**config.mk**
```make
export PLATFORM = sky130hd
export DESIGN_NAME = ppirq_port
export DESIGN_NICKNAME = d
export VERILOG_FILES = /design/src/shared/ppirq_pkg.sv /design/src/rtl/ppirq_port.sv
export VERILOG_INCLUDE_DIRS = /design/src /design/src/shared
export SDC_FILE = /design/constraint.sdc
export NUM_CORES = 1
export LEC_CHECK = 0
export ABC_AREA = 1
export BUFFER_PORTS_ARGS = -buffer_cell sky130_fd_sc_hd__buf_2
export CELL_PAD_IN_SITES_DETAIL_PLACEMENT = 0
export CELL_PAD_IN_SITES_GLOBAL_PLACEMENT = 1
export CORE_ASPECT_RATIO = 0.75
export CORE_UTILIZATION = 38
export DETAILED_ROUTE_END_ITERATION = 16
export HOLD_SLACK_MARGIN = 0.12
export PLACE_DENSITY_LB_ADDON = 0.15
export SYNTH_ARGS = -nofsm -noshare
export SYNTH_HDL_FRONTEND = slang
export SYNTH_SLANG_ARGS = --single-unit
```
**constraint.sdc**
```tcl
create_clock -name core_clk -period 4.2 [get_ports core_clk]
set_clock_uncertainty 0.05 [all_clocks]
set_input_delay 0.84 -clock core_clk [delete_from_list [all_inputs] [get_ports core_clk]]
set_output_delay 0.84 -clock core_clk [all_outputs]
set_load 0.05 [all_outputs]
```
**src/shared/ppirq_consts.svh**
```systemverilog
// constants for the pin port control and interrupt block
`ifndef PPIRQ_CONSTS_SVH
`define PPIRQ_CONSTS_SVH
`define PPIRQ_PINS 8
`define PPIRQ_OE_LINES 16
`define PPIRQ_DM_RESET 3'h0
`define PPIRQ_BUF_DISABLED_VALUE 1'h0
`endif

```
**src/shared/ppirq_pkg.sv**
```systemverilog
// types for the pin port control and interrupt block
package ppirq_pkg;
  typedef enum logic [2:0] {
    ppirq_dm_hiz_analog, ppirq_dm_hiz_digital, ppirq_dm_res_up, ppirq_dm_res_down,
    ppirq_dm_od_low, ppirq_dm_od_high, ppirq_dm_strong, ppirq_dm_res_both
  } ppirq_dm_e;
  typedef enum logic [1:0] {
    ppirq_irq_none, ppirq_irq_rise, ppirq_irq_fall, ppirq_irq_both
  } ppirq_irq_e;
  typedef enum logic [1:0] {
    ppirq_vth_half_supply, ppirq_vth_04_supply, ppirq_vth_half_ref, ppirq_vth_full_ref
  } ppirq_vth_e;
endpackage : ppirq_pkg

```
**src/rtl/ppirq_port.sv**
```systemverilog
// eight-pin port control with edge interrupt unit
`timescale 1ns/10ps
`include "ppirq_consts.svh"
module ppirq_port #(
  parameter int PINS = `PPIRQ_PINS,
  parameter int OE_LINES = `PPIRQ_OE_LINES
) (
  input wire logic core_clk,
  input wire logic rstn,
  input wire logic [PINS-1:0] wr_port_output_value,
  input wire logic [PINS-1:0] port_output_value_in,
  input wire logic [PINS-1:0] wr_port_cfg,
  input wire logic [3*PINS-1:0] pin_drive_mode_select_in,
  input wire logic [PINS-1:0] pin_slew_select_in,
  input wire logic [PINS-1:0] hw_conn_in,
  input wire logic [PINS-1:0] bidir_en_in,
  input wire logic [4*PINS-1:0] oe_sel_in,
  input wire logic [2*PINS-1:0] irq_mode_in,
  input wire logic [PINS-1:0] in_buf_dis_in,
  input wire logic [PINS-1:0] reg_high_in,
  input wire logic [PINS-1:0] hyst_en_in,
  input wire logic [PINS/2*2-1:0] pair_vth_in,
  input wire logic lvttl_sel_in,
  input wire logic pin_wr,
  input wire logic [2:0] pin_wr_idx,
  input wire logic [7:0] pin_wr_data,
  input wire logic [2:0] pin_rd_idx,
  input wire logic [PINS-1:0] nv_reset_pull_up,
  input wire logic [PINS-1:0] nv_reset_pull_down,
  input wire logic [PINS-1:0] routed_out,
  input wire logic [OE_LINES-1:0] aux_oe_bus,
  input wire logic [PINS-1:0] pin_in,
  input wire logic [PINS-1:0] status_clr,
  output logic [PINS-1:0] port_output_value,
  output logic [3*PINS-1:0] pin_drive_mode_select,
  output logic [PINS-1:0] pin_slew_select,
  output logic [PINS-1:0] pin_state_value,
  output logic [PINS-1:0] irq_status,
  output logic port_irq_unit_req,
  output logic [7:0] pin_rd_data,
  output logic [PINS-1:0] pad_out,
  output logic [PINS-1:0] pad_oe,
  output logic [PINS-1:0] pad_pull_up,
  output logic [PINS-1:0] pad_pull_down,
  output logic [PINS-1:0] pad_in_buf_en,
  output logic [PINS-1:0] pad_slow_slew,
  output logic [PINS-1:0] pad_reg_high,
  output logic [PINS-1:0] pad_hyst_en,
  output logic [PINS/2*2-1:0] pad_pair_vth,
  output logic pad_lvttl
);
  // ----------------------------------------
  // configuration registers and internal signals
  // ----------------------------------------
  logic [PINS-1:0] hw_conn;
  logic [PINS-1:0] bidir_en;
  logic [4*PINS-1:0] oe_sel;
  logic [2*PINS-1:0] irq_mode;
  logic [PINS-1:0] in_buf_dis;
  logic [PINS-1:0] reg_high;
  logic [PINS-1:0] hyst_en;
  logic rst_d;
  logic [PINS-1:0] sync1;
  logic [PINS-1:0] sync2;
  logic [PINS-1:0] sync3;
  logic [PINS-1:0] in_filt;
  logic [PINS-1:0] in_prev;
  logic [PINS-1:0] prev_load;
  logic [PINS-1:0] edge_hit;
  logic [PINS-1:0] next_status;
  logic [PINS-1:0] next_pad_out;
  logic [PINS-1:0] next_pad_oe;
  logic [PINS-1:0] next_pu;
  logic [PINS-1:0] next_pd;
  logic [PINS-1:0] next_ibuf;
  logic [PINS-1:0] next_slow;
  // ----------------------------------------
  // pin-form read
  // ----------------------------------------
  // pin-form read: dr, slew, ibuf dis, bidir, dm[2:0], state
  wire [7:0] pin_form_rd = {port_output_value[pin_rd_idx], pin_slew_select[pin_rd_idx],
    in_buf_dis[pin_rd_idx], bidir_en[pin_rd_idx],
    pin_drive_mode_select[3*pin_rd_idx +: 3], pin_state_value[pin_rd_idx]};

  // ----------------------------------------
  // decode helpers
  // ----------------------------------------
  // drive mode compare, used by every pin
  function automatic logic mode_is(input logic [2:0] dm, input ppirq_pkg::ppirq_dm_e m);
    mode_is = (dm == 3'(m));
  endfunction : mode_is

  // interrupt mode compare, used by every pin
  function automatic logic irq_is(input logic [1:0] im, input ppirq_pkg::ppirq_irq_e m);
    irq_is = (im == 2'(m));
  endfunction : irq_is

  // ----------------------------------------
  // reset release marker
  // ----------------------------------------
  // low for one edge after release
  always_ff @(posedge core_clk)
  begin
    rst_d <= rstn;
  end

  genvar g;
  generate
    for (g = 0; g < PINS; g++)
    begin : g_pin
      wire port_wr = wr_port_cfg[g];
      wire pin_hit = pin_wr && (pin_wr_idx == 3'(g));
      always_ff @(posedge core_clk)
      begin
        if (!rstn)
        begin
          pin_drive_mode_select[3*g +: 3] <= `PPIRQ_DM_RESET;
          port_output_value[g] <= 1'h0;
          pin_slew_select[g] <= 1'h0;
          bidir_en[g] <= 1'h0;
          in_buf_dis[g] <= 1'h0;
          hw_conn[g] <= 1'h0;
          oe_sel[4*g +: 4] <= 4'h0;
          irq_mode[2*g +: 2] <= 2'h0;
          reg_high[g] <= 1'h0;
          hyst_en[g] <= 1'h0;
        end
        else if (!rst_d)
        begin
          if (nv_reset_pull_up[g] && nv_reset_pull_down[g])
            pin_drive_mode_select[3*g +: 3] <= 3'(ppirq_pkg::ppirq_dm_res_both);
          else if (nv_reset_pull_up[g])
          begin
            pin_drive_mode_select[3*g +: 3] <= 3'(ppirq_pkg::ppirq_dm_res_up);
            port_output_value[g] <= 1'h1;
          end
          else if (nv_reset_pull_down[g])
            pin_drive_mode_select[3*g +: 3] <= 3'(ppirq_pkg::ppirq_dm_res_down);
        end
        else if (pin_hit)
        begin
          port_output_value[g] <= pin_wr_data[7];
          pin_slew_select[g] <= pin_wr_data[6];
          in_buf_dis[g] <= pin_wr_data[5];
          bidir_en[g] <= pin_wr_data[4];
          pin_drive_mode_select[3*g +: 3] <= pin_wr_data[3:1];
        end
        else
        begin
          if (wr_port_output_value[g])
            port_output_value[g] <= port_output_value_in[g];
          if (port_wr)
          begin
            pin_drive_mode_select[3*g +: 3] <= pin_drive_mode_select_in[3*g +: 3];
            pin_slew_select[g] <= pin_slew_select_in[g];
            bidir_en[g] <= bidir_en_in[g];
            in_buf_dis[g] <= in_buf_dis_in[g];
            hw_conn[g] <= hw_conn_in[g];
            oe_sel[4*g +: 4] <= oe_sel_in[4*g +: 4];
            irq_mode[2*g +: 2] <= irq_mode_in[2*g +: 2];
            reg_high[g] <= reg_high_in[g];
            hyst_en[g] <= hyst_en_in[g];
          end
        end
      end

      // ----------------------------------------
      // drive decode
      // ----------------------------------------
      // per-pin drive mode field
      wire [2:0] dm = pin_drive_mode_select[3*g +: 3];
      wire dout = hw_conn[g] ? routed_out[g] : port_output_value[g];
      // select one of the oe lines
      wire aux_oe = aux_oe_bus[oe_sel[4*g +: 4]];
      // bidirectional high-Z digital when oe low
      wire bid_off = bidir_en[g] && !aux_oe;
      wire is_strong = mode_is(dm, ppirq_pkg::ppirq_dm_strong);
      wire is_odl = mode_is(dm, ppirq_pkg::ppirq_dm_od_low);
      wire is_odh = mode_is(dm, ppirq_pkg::ppirq_dm_od_high);
      wire is_rup = mode_is(dm, ppirq_pkg::ppirq_dm_res_up);
      wire is_rdn = mode_is(dm, ppirq_pkg::ppirq_dm_res_down);
      wire is_rboth = mode_is(dm, ppirq_pkg::ppirq_dm_res_both);
      wire res_ok = !reg_high[g];
      wire drv = !bid_off && (is_strong || (is_odl && !dout) || (is_odh && dout) ||
        (is_rup && !dout) || (is_rdn && dout));
      wire pu = !bid_off && res_ok && ((is_rup || is_rboth) && dout);
      wire pd = !bid_off && res_ok && ((is_rdn || is_rboth) && !dout);
      // slew only strong or open drain
      wire slow = pin_slew_select[g] && (is_strong || is_odl || is_odh);
      wire ibuf = !mode_is(dm, ppirq_pkg::ppirq_dm_hiz_analog) && !in_buf_dis[g];
      assign next_pad_out[g] = dout;
      assign next_pad_oe[g] = drv;
      assign next_pu[g] = pu;
      assign next_pd[g] = pd;
      assign next_ibuf[g] = ibuf;
      assign next_slow[g] = slow;
      assign in_filt[g] = ibuf ? sync3[g] : `PPIRQ_BUF_DISABLED_VALUE;

      // ----------------------------------------
      // edge detect
      // ----------------------------------------
      wire [1:0] im = irq_mode[2*g +: 2];
      wire rise = in_filt[g] && !in_prev[g];
      wire fall = !in_filt[g] && in_prev[g];
      wire want_rise = irq_is(im, ppirq_pkg::ppirq_irq_rise) ||
        irq_is(im, ppirq_pkg::ppirq_irq_both);
      wire want_fall = irq_is(im, ppirq_pkg::ppirq_irq_fall) ||
        irq_is(im, ppirq_pkg::ppirq_irq_both);
      // change counts once stages two and three agree
      wire settled = (sync2[g] == sync3[g]);
      // previous level follows only settled or disabled inputs
      assign prev_load[g] = !ibuf || settled;
      assign edge_hit[g] = ibuf && settled && ((want_rise && rise) || (want_fall && fall));
    end
  endgenerate

  // ----------------------------------------
  // interrupt status
  // ----------------------------------------
  // write one clears
  wire [PINS-1:0] status_kept = irq_status & ~status_clr;
  assign next_status = status_kept | edge_hit;

  // ----------------------------------------
  // synchroniser, status and pad registers
  // ----------------------------------------
  // runs on core_clk like the configuration registers
  always_ff @(posedge core_clk)
  begin
    if (!rstn)
    begin
      sync1 <= '0;
      sync2 <= '0;
      sync3 <= '0;
      in_prev <= '0;
      irq_status <= '0;
      port_irq_unit_req <= 1'h0;
      pin_state_value <= '0;
      pin_rd_data <= 8'h00;
    end
    else
    begin
      sync1 <= pin_in;
      sync2 <= sync1;
      sync3 <= sync2;
      // previous level held per pin while it settles
      in_prev <= (in_prev & ~prev_load) | (in_filt & prev_load);
      irq_status <= next_status;
      port_irq_unit_req <= |next_status;
      pin_state_value <= in_filt;
      pin_rd_data <= pin_form_rd;
    end
  end

  always_ff @(posedge core_clk)
  begin
    if (!rstn)
    begin
      pad_out <= '0;
      pad_oe <= '0;
      pad_pull_up <= '0;
      pad_pull_down <= '0;
      pad_in_buf_en <= '0;
      pad_slow_slew <= '0;
      pad_reg_high <= '0;
      pad_hyst_en <= '0;
      pad_pair_vth <= '0;
      pad_lvttl <= 1'h0;
    end
    else
    begin
      pad_out <= next_pad_out;
      pad_oe <= next_pad_oe;
      pad_pull_up <= next_pu;
      pad_pull_down <= next_pd;
      pad_in_buf_en <= next_ibuf;
      pad_slow_slew <= next_slow;
      pad_reg_high <= reg_high;
      pad_hyst_en <= hyst_en;
      pad_pair_vth <= pair_vth_in;
      pad_lvttl <= lvttl_sel_in;
    end
  end
endmodule : ppirq_port

```
* Word-level counts from Yosys, hierarchy flattened
Cells that the tools add are included. Widths: inputs -> output; s select.
Word-level totals: register bits after elaboration 259
Cells by class: multipliers 1, $lt $le $gt $ge 9, equal/unequal tests 111, shifts and indexed selects 1, muxes and demuxes 178, bitwise logic cells 15, reductions and logical operators 402
Operator list (number):
- $logic_and 1x1->1 | 168
- $mux 3 | 48
- $mux 1 | 117
- $eq 3x3->1 const B | 36
- $logic_or 1x1->1 | 96
- $logic_not 1->1 | 72
- $eq 3x2->1 const B | 18
- $ne 3x2->1 const B | 16
- $reduce_and 3->1 | 16
- $lt 4x5->1 const B | 8
- $bmux 1 s4 | 8
- $eq 2x2->1 const B | 16
- $reduce_and 2->1 | 16
- $reduce_bool 2->1 | 16
- $reduce_bool 4->1 | 8
- $logic_not 3->1 | 9
- $and 8x8->8 | 3
- $shiftx 24x6->3 | 1
- $eq 2x1->1 const B | 8
- $ne 2x2->1 const B | 8
- $not 8->8 | 2
- $or 8x8->8 | 2
- $bmux 1 s3 | 5
- $eq 1x1->1 | 8
- other kinds (5) | 12

* Logic depth before layout (Yosys ltp)
depth after elaboration 11, depth in mapped cells 10, depth with buffers taken out 10

* Worst setup path after synthesis
No wires, ideal clock.
kind input-to-reg, start point input port pin_rd_idx[0], end point register pin_rd_data[4], library setup time 0.136 ns, arrival time 1.760 ns, slack 2.255 ns, stages 7, path buffers 2, path through buf_2 > clkinv_1 > buf_2 > o21ai_0 > o21ai_0 > o21ai_0 > a31oi_1
Between the ends: word-level cells in the longest chain between the ends 2
RTL lines:
- start, declared | RTL line ppirq_port.sv:27 | input wire logic [2:0] pin_rd_idx,
- $bmux 1 s3 | RTL line ppirq_port.sv:82 | in_buf_dis[pin_rd_idx], bidir_en[pin_rd_idx],
- $mux 1 (implied by the code) | RTL line ppirq_port.sv:82
- end signal, assigned | RTL line ppirq_port.sv:251 | pin_rd_data <= pin_form_rd;
- end, declared | RTL line ppirq_port.sv:40 | output logic [7:0] pin_rd_data,
Every way passes these cells. The select of a mux whose other input is x is not followed. A chain may end at the register's enable or synchronous reset.

* Final worst setup path
start point register pin_drive_mode_select[12], in the netlist g_pin[4].dm[0], end point output port pin_drive_mode_select[12]
RTL lines:
- start, declared | RTL line ppirq_port.sv:35 | output logic [3*PINS-1:0] pin_drive_mode_select,
- start signal, assigned by index | RTL line ppirq_port.sv:117 | pin_drive_mode_select[3*g +: 3] <= `PPIRQ_DM_RESET;
- start signal, assigned by index | RTL line ppirq_port.sv:131 | pin_drive_mode_select[3*g +: 3] <= 3'(ppirq_pkg::ppirq_dm_res_both);
- start signal, assigned by index | RTL line ppirq_port.sv:134 | pin_drive_mode_select[3*g +: 3] <= 3'(ppirq_pkg::ppirq_dm_res_up);
No word-level cell between the ends.

==> summary.txt <==
Status: completed
Worst reg2reg path endpoint: g_pin[2].dm[1]
CP startpoint: g_pin[4].dm[0]
Top area cells in the synthesized netlist: dfxtp_1, nand2_1, o21ai_0, inv_1, a21oi_1
Cell family with most CP delay: flip-flops
Ys Warns: 0
RSZ-0062 raised after global routing: false
NetSw: 2.02 mW
Post-CTS Setup Repair Bufs: 0
Post-Layout Cell Count: 2469
Largest net degree at the start of global routing: 193
Crit Path Class: reg -> out
GR Layer Usage met2: 39.8%
Share of layout cells above drive strength 1: 21.5%
TritonCTS Sinks: 259
Iter 0 DRT Violations: 1005
Max_cap viols: 0
Peak VDD IR: 261 uV
Placed insts: 2415
Pre-CTS setup slack: 1.32 ns
Area delta synth->final: 26.0%
Final max-slew violation count: 0
Drt wl/cell: 18.3 um
Number of I/O pins: 364
Synth Cell Area: 11700 um2
Detailed Routing Iterations Pass 1: 6
Switching Fraction: 31.2%
Share of the synthesized area in the top cell type: 44.3%
CTS tree: done
Worst-path fanout max: 7
Slew Limit Headroom: 38.9%
Total track usage: 28.1%
Sum Neg Setup Slack: 0 ns
Row Count: 55
Reg2Reg Setup Slack: 2.12 ns
Final Cycle Share: 55.9%
Min Clock Period, post-route: 2.35 ns
GPL Wtd Cong: 0.902
Width of the die: 205 um
Data required time of the worst path: 3.31 ns
Resize count post-CTS: 0
Clock tree buffer depth: 3
Worst slew pin tran: 0.917 ns
Most frequent cells in the layout: buf_2, nand2_1, dfxtp_1
DR vias: 12500
Die Height: 154 um
WP data arrival: 1.46 ns
Internal: 4.44 mW
Final hold vios: 0
Synthesized flop and latch total: 259
Gr busiest metal: met1
Post-synth net total: 1941
Commonest non-fill, non-tap cell in the layout: buf_2
Combinational fraction of design power: 18.1%
Final setup violation count: 0
Final nets: 2272
Global route total overflow: 0
Clock H-tree levels: 1
Fmax: 426 MHz
CP endpoint kind: primary output
Clock power share: 39.4%
DRT Wirelength: 45.2 mm
CP Launch Type: flip-flop
PortBufs: 362
Pwr dens: 438 nW/um2
Sequential fraction of the synthesis area: 44.3%
Synth cell types: 31
Worst hold path class: reg -> reg
Final worst setup slack: 1.85 ns
Reg with most FFs: oe_sel
CTS Buf Count: 28
Post-synth top area cell: dfxtp_1
Hold buffer count at cts: 0
Max reg flops: 32
Clk pin slew, worst setup/hold paths: 0.06 ns
Crit path largest cell delay: 0.56 ns
Vias in the first global route: 11600
Die area: 31500 um2
Leakage: 7.33 nW
Met3 usage: 5.49%
Cells along the critical path: buf_2
Vias per cell: 5.08
Bufs and invs on worst path: 1
Clk Latency, worst-skew pair: 0.55 ns
Core area: 30200 um2
Post-DP HPWL: 34.2 mm
Worst Hold Launch: sync1[7]
Detailed-route DRC error count: 0
Synthesized area per cell: 6.82 um2
First-pass GRT wire length: 67.6 mm
Slowest-stage cell, CP: dfxtp_1
Post-Synthesis Cells: 1715
GR Layer Usage met1: 42.5%
Crit path depth: 1
Initial antenna violation count: 4
Power, Total: 6.46 mW
Sequential share of power: 42.5%
Reg2reg path depth: 7
RR Startpoint: rst_d
Post-Route Utilization: 48.8%
Critical path capture point: pin_drive_mode_select[12]
CTS root buf: clkbuf_16
Post-route ant nets: 0
Initial Util: 38.7%
==> cell type report <==
| class | count | area, um2 |
|---|---|---|
| multi-input combinational | 1157 | 5360 |
| clock buffer | 40 | 837 |
| sequential | 259 | 5180 |
| inverter | 233 | 875 |
| antenna | 2 | 5.00 |
| timing repair buffer | 367 | 1860 |
| fill | 3161 | 15500 |
| tap | 399 | 499 |
| clock inverter | 12 | 124 |
==> power groups by stage <==
stage | combinational [mW] | sequential, mW | clock [mW]
after CTS | 1.16 | 2.74 | 2.60
after detailed placement | 1.16 | 2.79 | 0
after floorplan | 0.506 | 3.01 | 0
after global placement | 1.15 | 2.79 | 0
final | 1.17 | 2.75 | 2.55
after global routing | 1.28 | 2.76 | 2.71
==> through the flow <==
stage          area, um2  hold slack, ns
2_1_floorplan      11700           0.340
3_3_place_gp       13800           0.351
3_5_place_dp       13800           0.350
4_1_cts            14700           0.372
5_1_grt            14800           0.389
6_report           14800           0.368
==> cells by family after synthesis <==
logic type | synth area share, %
compound gates | 20.8
xor+xnor | 0.299
buf+inv | 9.89
flops | 44.3
simple gates | 24.7
==> synthesized netlist by cell type <==
cell type  count
nand2_1      346
dfxtp_1      259
o21ai_0      224
inv_1        221
nor2_1       178
a21oi_1      147
nand3_1      142
a31oi_1       41
clkbuf_1      33
buf_2         25
o211ai_1      17
o21ai_1       10
inv_2          9
buf_1          7
nand4_1        7
nor2_2         7
o21bai_1       7
a2111oi_0      4
nand2_2        4
nor3_1         4
nor4_1         4
xor2_1         4
clkinv_1       3
nor2_4         3
nand3_2        2
o21ai_2        2
buf_4          1
nor3b_1        1
o211a_1        1
o21a_1         1
o21ai_4        1
==> routing by layer <==
layer  part of all wire, %  routed length, um  vias up
li1                      -                  -     6268
met1                    49              22300     5716
met2                    40              18200      496
met3                   7.9               3560       64
met4                   2.5               1150        4
met5                 0.053                 24        -
==> how the worst min path moves through the flow <==
stage | endpoint | cells after the start
floorplan | sync2[0] | 2
CTS | sync2[0] | 2
global route | sync2[7] | 2
finish | sync2[7] | 2
global placement | sync2[5] | 2
detailed placement | sync2[6] | 2
No activity file was read; power rests on OpenSTA's default activity.
